[config.mk]
export PLATFORM = sky130hd
export DESIGN_NAME = fpia_top
export DESIGN_NICKNAME = d
export VERILOG_FILES = /design/src/fpia_pkg.sv /design/src/fpia_polarity.sv /design/src/fpia_top.sv
export SDC_FILE = /design/constraint.sdc
export NUM_CORES = 1
export LEC_CHECK = 0
export ABC_CLOCK_PERIOD_IN_PS = 3900
export BUFFER_PORTS_ARGS = -buffer_cell sky130_fd_sc_hd__buf_4
export CORE_MARGIN = 5
export CORE_UTILIZATION = 50
export DETAILED_ROUTE_END_ITERATION = 12
export GPL_ROUTABILITY_DRIVEN = 0
export PLACE_DENSITY = 0.85
export REMOVE_ABC_BUFFERS = 1
export SYNTH_ARGS = -nofsm -noshare
export SYNTH_HDL_FRONTEND = slang
export SYNTH_SLANG_ARGS = --single-unit
[constraint.sdc]
create_clock -name i_core_clk -period 3.9 [get_ports i_core_clk]
set_input_delay 0.78 -clock i_core_clk [delete_from_list [all_inputs] [get_ports i_core_clk]]
set_output_delay 0.78 -clock i_core_clk [all_outputs]
set_load 0.02 [all_outputs]
[src/fpia_pkg.sv]
// Purpose: Shared constants for the flag polarity and interrupt aggregator
// Assumes: 16-bit register words, 10-bit register index
// Notes:   Offsets are register indices on the internal register port
package fpia_pkg;
  localparam int          REG_AW          = 10;
  localparam int          REG_DW          = 16;
  localparam int          NUM_FLAGS       = 13;
  localparam int          NUM_SRC         = 13;
  localparam int          NUM_START       = 6;
  localparam int          START_LSB       = 3;
  localparam int          FIXED_PIN_FLAGS = 3;
  localparam logic [9:0]  ADDR_FLAG_POL   = 10'h1c2;
  localparam logic [9:0]  ADDR_CAUSE      = 10'h1d4;
  localparam logic [15:0] FLAG_POL_RST    = 16'h0000;
  localparam logic [15:0] CAUSE_RST       = 16'h0000;
  // Cause latch field positions
  localparam int          CS_HALT_LSB     = 0;
  localparam int          CS_SOFT_LSB     = 4;
  localparam int          CS_DRV          = 8;
  localparam int          CS_SERIAL       = 9;
  localparam int          CS_CLK_MISS     = 10;
  localparam int          CS_CODE_LSB     = 11;
endpackage : fpia_pkg

[src/fpia_polarity.sv]
// Purpose: Per-flag polarity, pin routing and trigger input levels
// Assumes: Source and direction selections arrive from their own registers
// Notes:   All outputs registered; three lowest flags are always pins
`timescale 1ns/1ps
`default_nettype none
module fpia_polarity #(
  parameter int NF = fpia_pkg::NUM_FLAGS,
  parameter int NS = fpia_pkg::NUM_START
) (
  input  wire logic          i_core_clk,  // System clock
  input  wire logic          i_nrst,      // Async reset, active low
  input  wire logic [NF-1:0] i_pol,       // Polarity bits
  input  wire logic [NF-1:0] i_src,       // 1 routes flag to its pin
  input  wire logic [NF-1:0] i_dir,       // 1 pin drives the flag bus
  input  wire logic [NF-1:0] i_int_flags, // Internal flags from channels
  input  wire logic [NF-1:0] i_pin_in,    // Pin input levels
  output logic      [NF-1:0] o_flag_bus,  // Flag bus to channels
  output logic      [NF-1:0] o_pin_out,   // Pin output levels
  output logic      [NF-1:0] o_pin_oe,    // Pin output enables
  output logic      [NS-1:0] o_trig_act   // Trigger inputs, active high
);
  logic [NF-1:0] src_eff;
  logic [NF-1:0] bus_d;
  logic [NF-1:0] pout_d;
  logic [NF-1:0] oe_d;
  logic [NS-1:0] trig_d;

  // Lowest flags have no alternate function
  assign src_eff = i_src | NF'({fpia_pkg::FIXED_PIN_FLAGS{1'b1}});

  always_comb begin
    for (int i = 0; i < NF; i++) begin
      if (src_eff[i] && i_dir[i]) begin
        bus_d[i]  = i_pin_in[i] ^ i_pol[i];
        pout_d[i] = 1'b0;
        oe_d[i]   = 1'b0;
      end else if (src_eff[i]) begin
        bus_d[i]  = i_int_flags[i];
        pout_d[i] = i_int_flags[i] ^ i_pol[i];
        oe_d[i]   = 1'b1;
      end else begin
        bus_d[i]  = i_int_flags[i];
        pout_d[i] = 1'b0;
        oe_d[i]   = 1'b0;
      end
    end
    for (int k = 0; k < NS; k++) begin
      trig_d[k] = !src_eff[k+fpia_pkg::START_LSB] &&
                  (i_pin_in[k+fpia_pkg::START_LSB] ^
                   i_pol[k+fpia_pkg::START_LSB]);
    end
  end

  always_ff @(posedge i_core_clk or negedge i_nrst) begin
    if (!i_nrst) begin
      o_flag_bus <= '0;
      o_pin_out  <= '0;
      o_pin_oe   <= '0;
      o_trig_act <= '0;
    end else begin
      o_flag_bus <= bus_d;
      o_pin_out  <= pout_d;
      o_pin_oe   <= oe_d;
      o_trig_act <= trig_d;
    end
  end
endmodule : fpia_polarity
`default_nettype wire

[src/fpia_top.sv]
// Purpose: Flag polarity control and host interrupt aggregation
// Assumes: Sources are already gated by their own enable registers
// Notes:   Registers reached over the internal serial-port register port
`timescale 1ns/1ps
`default_nettype none
module fpia_top #(
  parameter int NF = fpia_pkg::NUM_FLAGS,
  parameter int NS = fpia_pkg::NUM_START
) (
  input  wire logic                      i_core_clk,     // System clock
  input  wire logic                      i_nrst,         // Async reset
  input  wire logic [fpia_pkg::REG_AW-1:0] i_reg_addr,   // Register index
  input  wire logic                      i_reg_wr,       // Write strobe
  input  wire logic                      i_reg_rd,       // Read strobe
  input  wire logic [fpia_pkg::REG_DW-1:0] i_reg_wdata,  // Write data
  output logic      [fpia_pkg::REG_DW-1:0] o_reg_rdata,  // Read data
  input  wire logic [3:0]                i_core_short_halt,   // Halts
  input  wire logic [3:0]                i_core_soft_request, // uc reqs
  input  wire logic                      i_drv_disabled, // Drivers off
  input  wire logic                      i_serial_err,   // Serial error
  input  wire logic                      i_clk_missing,  // Clock lost
  input  wire logic                      i_code_check_fail_chan_one, // Sig
  input  wire logic                      i_code_check_fail_chan_two, // Sig
  input  wire logic [NF-1:0]             i_flag_src,     // Source select
  input  wire logic [NF-1:0]             i_flag_dir,     // Direction
  input  wire logic [NF-1:0]             i_int_flags,    // Internal flags
  input  wire logic [NF-1:0]             i_pin_in,       // Pin levels
  output logic      [NF-1:0]             o_flag_bus,     // Flag bus
  output logic      [NF-1:0]             o_pin_out,      // Pin outputs
  output logic      [NF-1:0]             o_pin_oe,       // Pin enables
  output logic      [NS-1:0]             o_trig_act,     // Triggers
  output logic                           o_host_request_pin_n // Host irq
);
  logic [NF-1:0]                 flag_pol_q;
  logic [fpia_pkg::REG_DW-1:0]   cause_q;
  logic [fpia_pkg::REG_DW-1:0]   cause_d;
  logic [fpia_pkg::NUM_SRC-1:0]  src_vec;
  logic                          any_req;
  logic                          req_q;

  function automatic logic [fpia_pkg::REG_DW-1:0] pad16(
    input logic [fpia_pkg::NUM_SRC-1:0] v
  );
    pad16 = {3'h0, v};
  endfunction : pad16

  // Source vector in cause latch bit order
  assign src_vec = {i_code_check_fail_chan_two,
                    i_code_check_fail_chan_one,
                    i_clk_missing,
                    i_serial_err,
                    i_drv_disabled,
                    i_core_soft_request,
                    i_core_short_halt};

  assign any_req = |src_vec;

  // Polarity register, write only at its own index
  always_ff @(posedge i_core_clk or negedge i_nrst) begin
    if (!i_nrst) begin
      flag_pol_q <= fpia_pkg::FLAG_POL_RST[NF-1:0];
    end else if (i_reg_wr && i_reg_addr == fpia_pkg::ADDR_FLAG_POL) begin
      flag_pol_q <= i_reg_wdata[NF-1:0];
    end
  end

  // Request state
  always_ff @(posedge i_core_clk or negedge i_nrst) begin
    if (!i_nrst) begin
      req_q <= 1'b0;
    end else begin
      req_q <= any_req;
    end
  end

  always_comb begin
    if (!any_req) begin
      cause_d = fpia_pkg::CAUSE_RST;
    end else if (!req_q) begin
      cause_d = pad16(src_vec);
    end else begin
      cause_d = cause_q;
    end
  end

  always_ff @(posedge i_core_clk or negedge i_nrst) begin
    if (!i_nrst) begin
      cause_q <= fpia_pkg::CAUSE_RST;
    end else begin
      cause_q <= cause_d;
    end
  end

  assign o_host_request_pin_n = !req_q;

  // Read data; writes to the cause latch are ignored
  always_ff @(posedge i_core_clk or negedge i_nrst) begin
    if (!i_nrst) begin
      o_reg_rdata <= '0;
    end else if (i_reg_rd) begin
      case (i_reg_addr)
        fpia_pkg::ADDR_FLAG_POL: o_reg_rdata <= {3'h0, flag_pol_q};
        fpia_pkg::ADDR_CAUSE:    o_reg_rdata <= cause_q;
        default:                 o_reg_rdata <= '0;
      endcase
    end
  end

  fpia_polarity #(
    .NF (NF),
    .NS (NS)
  ) u_pol (
    .i_core_clk  (i_core_clk),
    .i_nrst      (i_nrst),
    .i_pol       (flag_pol_q),
    .i_src       (i_flag_src),
    .i_dir       (i_flag_dir),
    .i_int_flags (i_int_flags),
    .i_pin_in    (i_pin_in),
    .o_flag_bus  (o_flag_bus),
    .o_pin_out   (o_pin_out),
    .o_pin_oe    (o_pin_oe),
    .o_trig_act  (o_trig_act)
  );
endmodule : fpia_top
`default_nettype wire

; ---- Word level (Yosys, flattened, before mapping)
; Cells that the tools add are included.
[totals]
ff_bits = 91
input_bits = 95
out_inout_bits = 62
wordCells = 124
[classes]
eq_ne = 3
n_mux = 62
n_bitwise = 26
reduce_logical = 25
[op_table]
columns = operator, count
row1 = $mux 1, 59
row2 = $mux 16, 2
row3 = $pmux 16 s2, 1
row4 = $xor 1x1->1, 26
row5 = $eq 10x9->1 const B, 2
row6 = $logic_and 1x1->1, 17
row7 = $reduce_or 13->1, 1
row8 = $logic_not 1->1, 7
row9 = $ne 2x2->1 const B, 1

; ---- Depth between registers and ports, before layout
; Gate-level depths: netlist of the first run.
[depth]
ltp_word = 3
ltp_mapped = 5
mapped_depth_nobuf = 3

; ---- Modules after synthesis
; A second synthesis of the first run with hierarchy kept.
[hier_totals]
cells_unflattened = 288
hier_area_um2 = 3529.6
[modules_own_cells]
columns = mod, n_inst, cells_per_inst, area_each_um2, seq_area_each_um2
row1 = fpia_top, 1, 159, 1851.8, 1001.0
row2 = fpia_polarity, 1, 129, 1677.9, 1126.1

; ---- Worst setup path before layout of the first run
; OpenSTA, ideal clock, no wires.
[synth_timing]
path_kind = input port to flip-flop
startpoint = input port i_reg_addr[9] (netlist bit)
endpoint = register flag_pol_q[10]
setup_time_ns = 0.125
arrival_time_ns = 2.115
required_ns = 3.775
path_slack_ns = 1.660
stages = 4
n_path_buf = 1
cell_sequence = or4b_4 > nor3_4 > buf_6 > mux2_2
[synth_between]
elab_chain_cells = 2
[synth_lines]
columns = item, line
row1 = "start, declared", fpia_top.sv:12  ; input wire logic [fpia_pkg::REG_AW-1:0] i_reg_addr,
row2 = $eq 10x9->1, fpia_top.sv:62  ; end else if (i_reg_wr && i_reg_addr == fpia_pkg::ADDR_FLAG_POL) begin
row3 = $logic_and 1x1->1, fpia_top.sv:62
row4 = "end signal, assigned", fpia_top.sv:61  ; flag_pol_q <= fpia_pkg::FLAG_POL_RST[NF-1:0];
row5 = "end signal, assigned", fpia_top.sv:63  ; flag_pol_q <= i_reg_wdata[NF-1:0];
row6 = "end, declared", fpia_top.sv:34  ; logic [NF-1:0] flag_pol_q;
; Every way passes these cells.
; A chain may end at the register's enable or synchronous reset.

; ---- Worst setup path after layout of the first run
[layout_timing]
startpoint = register req_q
endpoint = output port o_host_request_pin_n
[layout_between]
elab_chain_cells = 1
[layout_lines]
columns = item, line
row1 = "start, declared", fpia_top.sv:39  ; logic req_q;
row2 = "start signal, assigned", fpia_top.sv:72  ; req_q <= any_req;
row3 = $logic_not 1->1, fpia_top.sv:94  ; assign o_host_request_pin_n = !req_q;
row4 = "end, declared", fpia_top.sv:32  ; output logic o_host_request_pin_n
; Every way passes these cells.

==> qor_table.md, run 1 <==
| Result | Value |
|---|---|
| Status | complete, no violations |
| Syn. warnings | 0 |
| Max Transition Viols Final | 0 |
| Netlist area before placement | 3420 sq um |
| Pre-CTS worst setup slack | 1190 ps |
| Wire length on met2 | 3850 um |
| CTS H-tree lvls | 3 |
| Clock latency on the worst-skew pair | 350 ps |
| Gates resized, CTS repair | 0 |
| Number of antenna violations at the first check in global routing | 0 |
| Starting utilization of the core area | 0.508 |
| First-pass GRT wire length | 12700 um |
| Most common cell after layout, fill and taps aside | sky130_fd_sc_hd__buf_4 |
| Pwr dens | 359 nW/um^2 |
| Endpoints failing hold | 0 |
| Syn-to-layout area delta | 38.3% |
| Clk Tree Root Cell | sky130_fd_sc_hd__clkbuf_8 |
| Clock sink count | 85 |
| Final Routed Wirelength | 7790 um |
| Total Nets Final | 508 |
| Number of inserted filler cells in the final layout | 501 |
| Max clock buf depth | 2 |
| # Post-CTS Setup Buffers | 0 |
| Clock period minus final worst setup slack | 2320 ps |
| Share of post-route cells with drive strength above 1 | 0.428 |
| Antenna diode count | 0 |
| Worst-margin pin slew | 1020 ps |
| Most frequent cells in the layout | 147 x sky130_fd_sc_hd__buf_4, 85 x sky130_fd_sc_hd__dfrtp_1, 22 x sky130_fd_sc_hd__nor2_1, 22 x sky130_fd_sc_hd__nor2b_1, 16 x sky130_fd_sc_hd__xnor2_1 |
| Die X | 92.7 um |
| Mean area per synthesized cell | 12.9 sq um |
| Worst IR Drop VDD | 0.000208 V |
| Half-perimeter wire length of the detailed placement result | 5860 um |
| P_leak | 2.46 nW |
| Top-level port count | 157 |
| Total routing usage reported by global routing | 0.189 |
| Overall via count from detail_route | 2527 |
| Total number of placement rows | 30 |
| RSZ-0062 raised after global routing | no |
| Total DRC errors in the routed layout | 0 |
| Part of the cycle the worst path needs | 0.594 |
| Wire per inst | 15.7 um |
| Post-synthesis instance total | 264 |
| TritonRoute pass-1 iters | 4 |
| Post-detailed-placement cell area | 4560 sq um |
| Kind of start point of the critical path | flip-flop |
| Top cells by area in the synthesized netlist | sky130_fd_sc_hd__dfrtp_1 62%, sky130_fd_sc_hd__mux2_2 4.3%, sky130_fd_sc_hd__xnor2_1 4.1% |
| WP data arrival | 1540 ps |
| Fin Clk Skew | 8.59 ps |
| Hold buffer count at cts | 0 |
| Clock-pin slew on the worst setup and hold paths | 80 ps |
| Number of flip-flops and latches in the synthesized netlist | 85 |
| Final total negative setup slack | 0 ps |
| Number of CTS-inserted buffers | 9 |
| Area leader, netlist | sky130_fd_sc_hd__dfrtp_1 |
| Routed length on met3 | 759 um |
| Number of global-route vias before repair | 2689 |
| Overflow left after global routing | 0 |
| Met1 Wirelength | 3080 um |
| Max-cap viol count | 0 |
| CP endpoint kind | output pin |
| Final instance area | 4720 sq um |
| Max Fanout on Critical Path | 14 |
| Number of library cell types mapped by synthesis | 29 |
| Register area share after synthesis | 0.623 |
| Area of combinational cells with multiple inputs | 1200 sq um |
| Height of the die | 92.7 um |
| Critical path data required time | 3120 ps |
| Pin count of the biggest net entering global routing | 86 |
| Register cell area after layout | 2130 sq um |
| Quantity of I/O buffers inserted on ports | 147 |
| Number of antenna-violating nets in the routed design | 0 |
| Setup violations, final | 0 |
| Worst slack on hold paths | 521 ps |
| Initial DRC Count | 52 |
| Highest metal layer with signal wires | met4 |
| Worst path setup slack after routing | 1580 ps |
| Worst Setup Path Type | flip-flop to output pin |
| Proportion of netlist area held by the largest area contributor | 0.623 |
| Type of the most critical hold path | flip-flop to flip-flop |
| Clock tree from TritonCTS | built |
| Core area | 6720 sq um |
| Timing-limited maximum frequency | 431 MHz |
| Max_slew headroom | 0.318 |
| Total die area | 8580 sq um |
| Via density per instance | 5.09 |
==> synth_stat cells (all sizes together) <==
| cell type | instances |
|---|---|
| mux2i | 9 |
| or3b | 1 |
| inv | 7 |
| nor4 | 4 |
| nand2 | 4 |
| buf | 6 |
| a221o | 13 |
| clkbuf | 5 |
| xnor2 | 16 |
| or4b | 1 |
| o2bb2ai | 4 |
| conb | 1 |
| nor2 | 22 |
| a31oi | 10 |
| dfrtp | 85 |
| nand3b | 2 |
| and4 | 1 |
| nand4b | 2 |
| xor2 | 10 |
| nor3 | 3 |
| nor2b | 22 |
| mux2 | 13 |
| and2 | 10 |
| a21oi | 13 |
==> cell type report <==
| class | instances | share of cell area |
|---|---|---|
| Tap cell | 80 | 0.0212 |
| Sequential cell | 85 | 0.450 |
| Inverter | 7 | 0.00556 |
| Timing Repair Buffer | 147 | 0.234 |
| Multi-Input combinational cell | 163 | 0.254 |
| Clock buffer | 12 | 0.0328 |
| Clock inverter | 2 | 0.00212 |
==> power breakdown <==
group	switching [mW]	internal (mW)	leakage, nW
Clock	0.284	0.257	0.0881
Sequential	0.0133	0.914	1.07
Combinational	0.113	0.117	1.30
==> worst max-delay path, cell delays in order, from the launching register on <==
cell and delay (ps):
sky130_fd_sc_hd__dfrtp_1 730, sky130_fd_sc_hd__inv_1 240, sky130_fd_sc_hd__buf_4 220
==> logic make-up (layout without fill, tap and decap cells) <==
kind of cell | count (synthesis) | after routing | synth area share
mux | 22 | 22 | 0.0692
xor+xnor | 26 | 26 | 0.0667
other cells | 1 | 3 | 0.00110
compound gates | 40 | 40 | 0.0857
simple gates | 72 | 72 | 0.127
flops | 85 | 85 | 0.623
buf+inv | 18 | 168 | 0.0278
==> per-stage QoR <==
| stage | cells | util | total power [mW] |
|---|---|---|---|
| CTS | 496 | 0.703 | 1.71 |
| global placement | 482 | 0.678 | 1.17 |
| detailed placement | 482 | 0.678 | 1.18 |
| floorplan | 255 | - | 1.02 |
| finish | 496 | 0.703 | 1.70 |
| global route | 496 | 0.703 | 1.78 |
==> path summary, 6_finish.rpt <==
check,startpoint,endpoint,slack (ps),depth (start not counted)
worst max register to register,req_q$_DFF_PN0_,cause_q[4]$_DFFE_PN0P_,2620,2
worst min-delay path,cause_q[12]$_DFFE_PN0P_,o_reg_rdata[12]$_DFFE_PN0P_,520,1
min in group asynchronous,i_nrst,u_pol.o_pin_oe[4]$_DFF_PN0_,590,1
worst max-delay path,req_q$_DFF_PN0_,o_host_request_pin_n,1580,2
max in group asynchronous,i_nrst,u_pol.o_flag_bus[1]$_DFF_PN0_,2630,1
worst min register to register,cause_q[12]$_DFFE_PN0P_,o_reg_rdata[12]$_DFFE_PN0P_,520,1
==> state kept, by name, summed over array words and instances, names as in the netlist <==
signal and cells:
flag_pol_q 13, u_pol.o_pin_oe 13, cause_q 13, o_reg_rdata 13, u_pol.o_trig_act 6, u_pol.o_pin_out 13
u_pol.o_flag_bus 13, req_q 1
==> metal layers <==
layer	track usage	vias up
met2	0.312	104
met3	0.0812	12
li1	-	1204
met5	0	-
met1	0.224	1207
met4	0.0562	0
Power figures use the tool's default switching activity.
==> inputs of run 2 (changes only) <==
--- a/config.mk
+++ b/config.mk
@@ -5,13 +5,14 @@
 export SDC_FILE = /design/constraint.sdc
 export NUM_CORES = 1
 export LEC_CHECK = 0
-export ABC_CLOCK_PERIOD_IN_PS = 3900
+export ABC_AREA = 1
+export ABC_CLOCK_PERIOD_IN_PS = 2300
 export BUFFER_PORTS_ARGS = -buffer_cell sky130_fd_sc_hd__buf_4
 export CORE_MARGIN = 5
-export CORE_UTILIZATION = 50
+export CORE_UTILIZATION = 47
 export DETAILED_ROUTE_END_ITERATION = 12
 export GPL_ROUTABILITY_DRIVEN = 0
-export PLACE_DENSITY = 0.85
+export PLACE_DENSITY = 0.79
 export REMOVE_ABC_BUFFERS = 1
 export SYNTH_ARGS = -nofsm -noshare
 export SYNTH_HDL_FRONTEND = slang
==> constraint.sdc (replaced) <==
create_clock -name i_core_clk -period 2.3 [get_ports i_core_clk]
set_input_delay 0.46 -clock i_core_clk [delete_from_list [all_inputs] [get_ports i_core_clk]]
set_output_delay 0.46 -clock i_core_clk [all_outputs]
set_load 0.02 [all_outputs]
==> run 2 against run 1 <==
Against the previous run:
- clock-buffer cell count is 1 lower
- critical path type unchanged
- worst setup slack lost 800 ps
- flip-flop and latch count unchanged
- global-route usage is 0.051 points higher
- combinational power increased by 86%
- register-to-register slack got worse by 1300 ps
- cell area up 6.8%
- die area increased by 12%
- clock skew about the same
==> qor_table.md, run 2 <==
| Result | Value |
|---|---|
| Status | complete, no violations |
| Worst slack on hold paths | 110 ps |
| Leading cell type by number of instances after synthesis | sky130_fd_sc_hd__nand2_1 |
| Buf+Inv Stages, Crit Path | 2 |
| Core area | 7650 sq um |
| Kind of cell with the highest combined delay on the critical path | flip-flops |
| Most common cell after layout, fill and taps aside | sky130_fd_sc_hd__buf_4 |
| Endpoints failing hold | 0 |
| Proportion of netlist area held by the largest area contributor | 0.584 |
| Maximum single-stage delay on the critical path | 380 ps |
| CP cell instances | inv_1, buf_4 |
| Area of combinational cells with multiple inputs | 1280 sq um |
| Overflow left after global routing | 0 |
| Syn. warnings | 0 |
| P_leak | 2.71 nW |
| Max Fanout on Critical Path | 6 |
| Top-level port count | 157 |
| Final total negative setup slack | 0 ps |
| Pre-CTS worst setup slack | 642 ps |
| Worst path slowest cell | sky130_fd_sc_hd__dfrtp_1 |
| Timing-limited maximum frequency | 660 MHz |
| End of the worst register-to-register path | cause_q[3]$_DFFE_PN0P_ |
| Fraction of power spent switching nets | 0.253 |
| Clock period minus final worst setup slack | 1520 ps |
| Starting utilization of the core area | 0.477 |
| First-pass GRT wire length | 14600 um |
| Final instance area | 5040 sq um |
| Die X | 98.1 um |
| Quantity of I/O buffers inserted on ports | 147 |
| Half-perimeter wire length of the detailed placement result | 6550 um |
| Critical path data required time | 1840 ps |
| Part of the cycle the worst path needs | 0.659 |
| Register share of total power | 0.519 |
| Top cells by area in the synthesized netlist | sky130_fd_sc_hd__dfrtp_1 58%, sky130_fd_sc_hd__nand2_1 9.9%, sky130_fd_sc_hd__xnor2_1 5.5% |
| Clock sink count | 85 |
| Clk Tree Root Cell | sky130_fd_sc_hd__clkbuf_8 |
| RSZ-0062 raised after global routing | no |
| Antenna diode count | 0 |
| Clock latency on the worst-skew pair | 350 ps |
| Number of flip-flops and latches in the synthesized netlist | 85 |
| WP data arrival | 1060 ps |
| Start of the worst register-to-register path | req_q$_DFF_PN0_ |
| Max_slew headroom | 0.604 |
| Number of inserted filler cells in the final layout | 650 |
| Via density per instance | 4.75 |
| Fin Clk Skew | 8.97 ps |
| Type of the most critical hold path | primary input to asynchronous set/reset pin |
| CTS H-tree lvls | 3 |
| Worst Setup Path Type | flip-flop to output pin |
| Crit path capture | o_host_request_pin_n |
| Hold buffer count at cts | 0 |
| Slack of the worst reg-to-reg path | 1300 ps |
| Most frequent cells in the layout | 153 x sky130_fd_sc_hd__buf_4, 96 x sky130_fd_sc_hd__nand2_1, 85 x sky130_fd_sc_hd__dfrtp_1 |
| TritonRoute pass-1 iters | 4 |
| Number of global-route vias before repair | 3088 |
| Clock-pin slew on the worst setup and hold paths | 80 ps |
| Number of enable flip-flop cells after synthesis | 0 |
| Number of CTS-inserted buffers | 9 |
| Kind of start point of the critical path | flip-flop |
| Top flip-flop cell by instance count after synthesis | sky130_fd_sc_hd__dfrtp_1 |
| Worst path setup slack after routing | 785 ps |
| Worst-margin pin slew | 594 ps |
| Max-cap viol count | 0 |
| Setup violations, final | 0 |
| Register cell area after layout | 2130 sq um |
| Pin count of the biggest net entering global routing | 46 |
| Number of library cell types mapped by synthesis | 21 |
| Netlist area before placement | 3640 sq um |
| Wire per inst | 13.5 um |
| Gates resized, CTS repair | 0 |
| Net switching power | 0.766 mW |
| Initial DRC Count | 119 |
| CP endpoint kind | output pin |
| # Post-CTS Setup Buffers | 0 |
| Post-synthesis instance total | 386 |
| Total Nets Final | 633 |
| Max Transition Viols Final | 0 |
| Area leader, netlist | sky130_fd_sc_hd__dfrtp_1 |
| Post-synthesis async set-or-reset flop share | 1.00 |
| Worst-case reg-to-reg path depth | 4 |
| Worst Setup SP | req_q$_DFF_PN0_ |
| Share of post-route cells with drive strength above 1 | 0.343 |
| Clock tree from TritonCTS | built |
| Worst IR Drop VDD | 0.000275 V |
| Number of antenna-violating nets in the routed design | 0 |
| Crit path depth | 2 |
| Total number of placement rows | 32 |
| Cell internal pwr | 2.26 mW |
| Max clock buf depth | 2 |
| Total die area | 9620 sq um |
| Register area share after synthesis | 0.584 |
| Total DRC errors in the routed layout | 0 |
| Height of the die | 98.1 um |
| Syn-to-layout area delta | 38.4% |
| Share of power burned in combinational logic | 0.141 |
| Mean area per synthesized cell | 9.44 sq um |
| Final Routed Wirelength | 8700 um |
| Overall via count from detail_route | 3063 |
| Number of antenna violations at the first check in global routing | 0 |
| Total routing usage reported by global routing | 0.189 |
| Pwr dens | 599 nW/um^2 |
| Cell types with the highest counts after synthesis | 96 x sky130_fd_sc_hd__nand2_1, 85 x sky130_fd_sc_hd__dfrtp_1, 39 x sky130_fd_sc_hd__inv_1, 27 x sky130_fd_sc_hd__nand3_1, 26 x sky130_fd_sc_hd__nor2_1 |
| Post-detailed-placement cell area | 4850 sq um |
| Power share of the clock group | 0.340 |
run 2: cell count changes in the layout (fill, tap and decap cells not counted), sizes merged, moves of 9 or more:
cell,previous run,this run
nand2,4,97
inv,7,39
nand3,0,28
o21ai,0,23
nor2b,22,0
a221o,13,0
mux2,13,0
nand4,0,13
and2,10,0
xor2,10,0
mux2i,9,0
run 2: cell families (layout without fill, tap and decap cells):
family | count (synthesis) | after routing | synth area share
flops | 85 | 85 | 0.584
buf+inv | 54 | 209 | 0.0669
compound gates | 46 | 46 | 0.0800
simple gates | 177 | 177 | 0.213
xor+xnor | 23 | 23 | 0.0553
other cells | 1 | 3 | 0.00103
run 2: power by group through the flow:
stage / sequential (mW) / combinational [mW] / clock (mW)
after global placement: 1.60 / 0.422 / 0
after CTS: 1.57 / 0.432 / 1.05
final: 1.57 / 0.426 / 1.03
after floorplan: 1.66 / 0.102 / 0
after global routing: 1.58 / 0.467 / 1.12
after detailed placement: 1.60 / 0.431 / 0
run 2: stage by stage:
| step | std cells | power (mW) | utilization |
|---|---|---|---|
| after floorplan | 373 | 1.76 | - |
| after global placement | 629 | 2.02 | 0.634 |
| after detailed placement | 629 | 2.03 | 0.634 |
| after CTS | 645 | 3.05 | 0.660 |
| after global routing | 645 | 3.16 | 0.660 |
| final | 645 | 3.02 | 0.660 |
run 2: worst min-delay path by stage:
stage,startpoint,endpoint,cells past startpoint
4_1_cts,i_nrst,u_pol.o_flag_bus[12]$_DFF_PN0_,1
6_report,i_nrst,u_pol.o_flag_bus[12]$_DFF_PN0_,1
3_3_place_gp,o_reg_rdata[1]$_DFFE_PN0P_,o_reg_rdata[1]$_DFFE_PN0P_,2
5_1_grt,i_nrst,u_pol.o_flag_bus[12]$_DFF_PN0_,1
2_1_floorplan,i_nrst,cause_q[0]$_DFFE_PN0P_,0
3_5_place_dp,o_reg_rdata[0]$_DFFE_PN0P_,o_reg_rdata[0]$_DFFE_PN0P_,2
run 2: routing by layer:
metal | part of all wire | up-vias | global-route usage | routed length (um)
met1 | 0.42 | 1411 | 0.239 | 3650
met4 | 0.019 | 0 | 0.0777 | 163
met5 | 0 | - | 0 | 0
li1 | - | 1533 | - | -
met3 | 0.080 | 11 | 0.0586 | 693
met2 | 0.48 | 108 | 0.303 | 4200
run 2: area by class of cell:
| cell class | instances | area share |
|---|---|---|
| inverters | 39 | 0.0290 |
| multi-input cells | 249 | 0.254 |
| clock inverters | 5 | 0.0122 |
| clock buffers | 11 | 0.0260 |
| repair buffers | 154 | 0.232 |
| flip-flops and latches | 85 | 0.422 |
| well taps | 102 | 0.0253 |
run 2: worst register-to-register path: stages (launching register included):
cell	delay [ps]
sky130_fd_sc_hd__dfrtp_1	340
sky130_fd_sc_hd__buf_4	220
sky130_fd_sc_hd__nand2_1	160
sky130_fd_sc_hd__nand2_1	120
sky130_fd_sc_hd__nand2_1	60
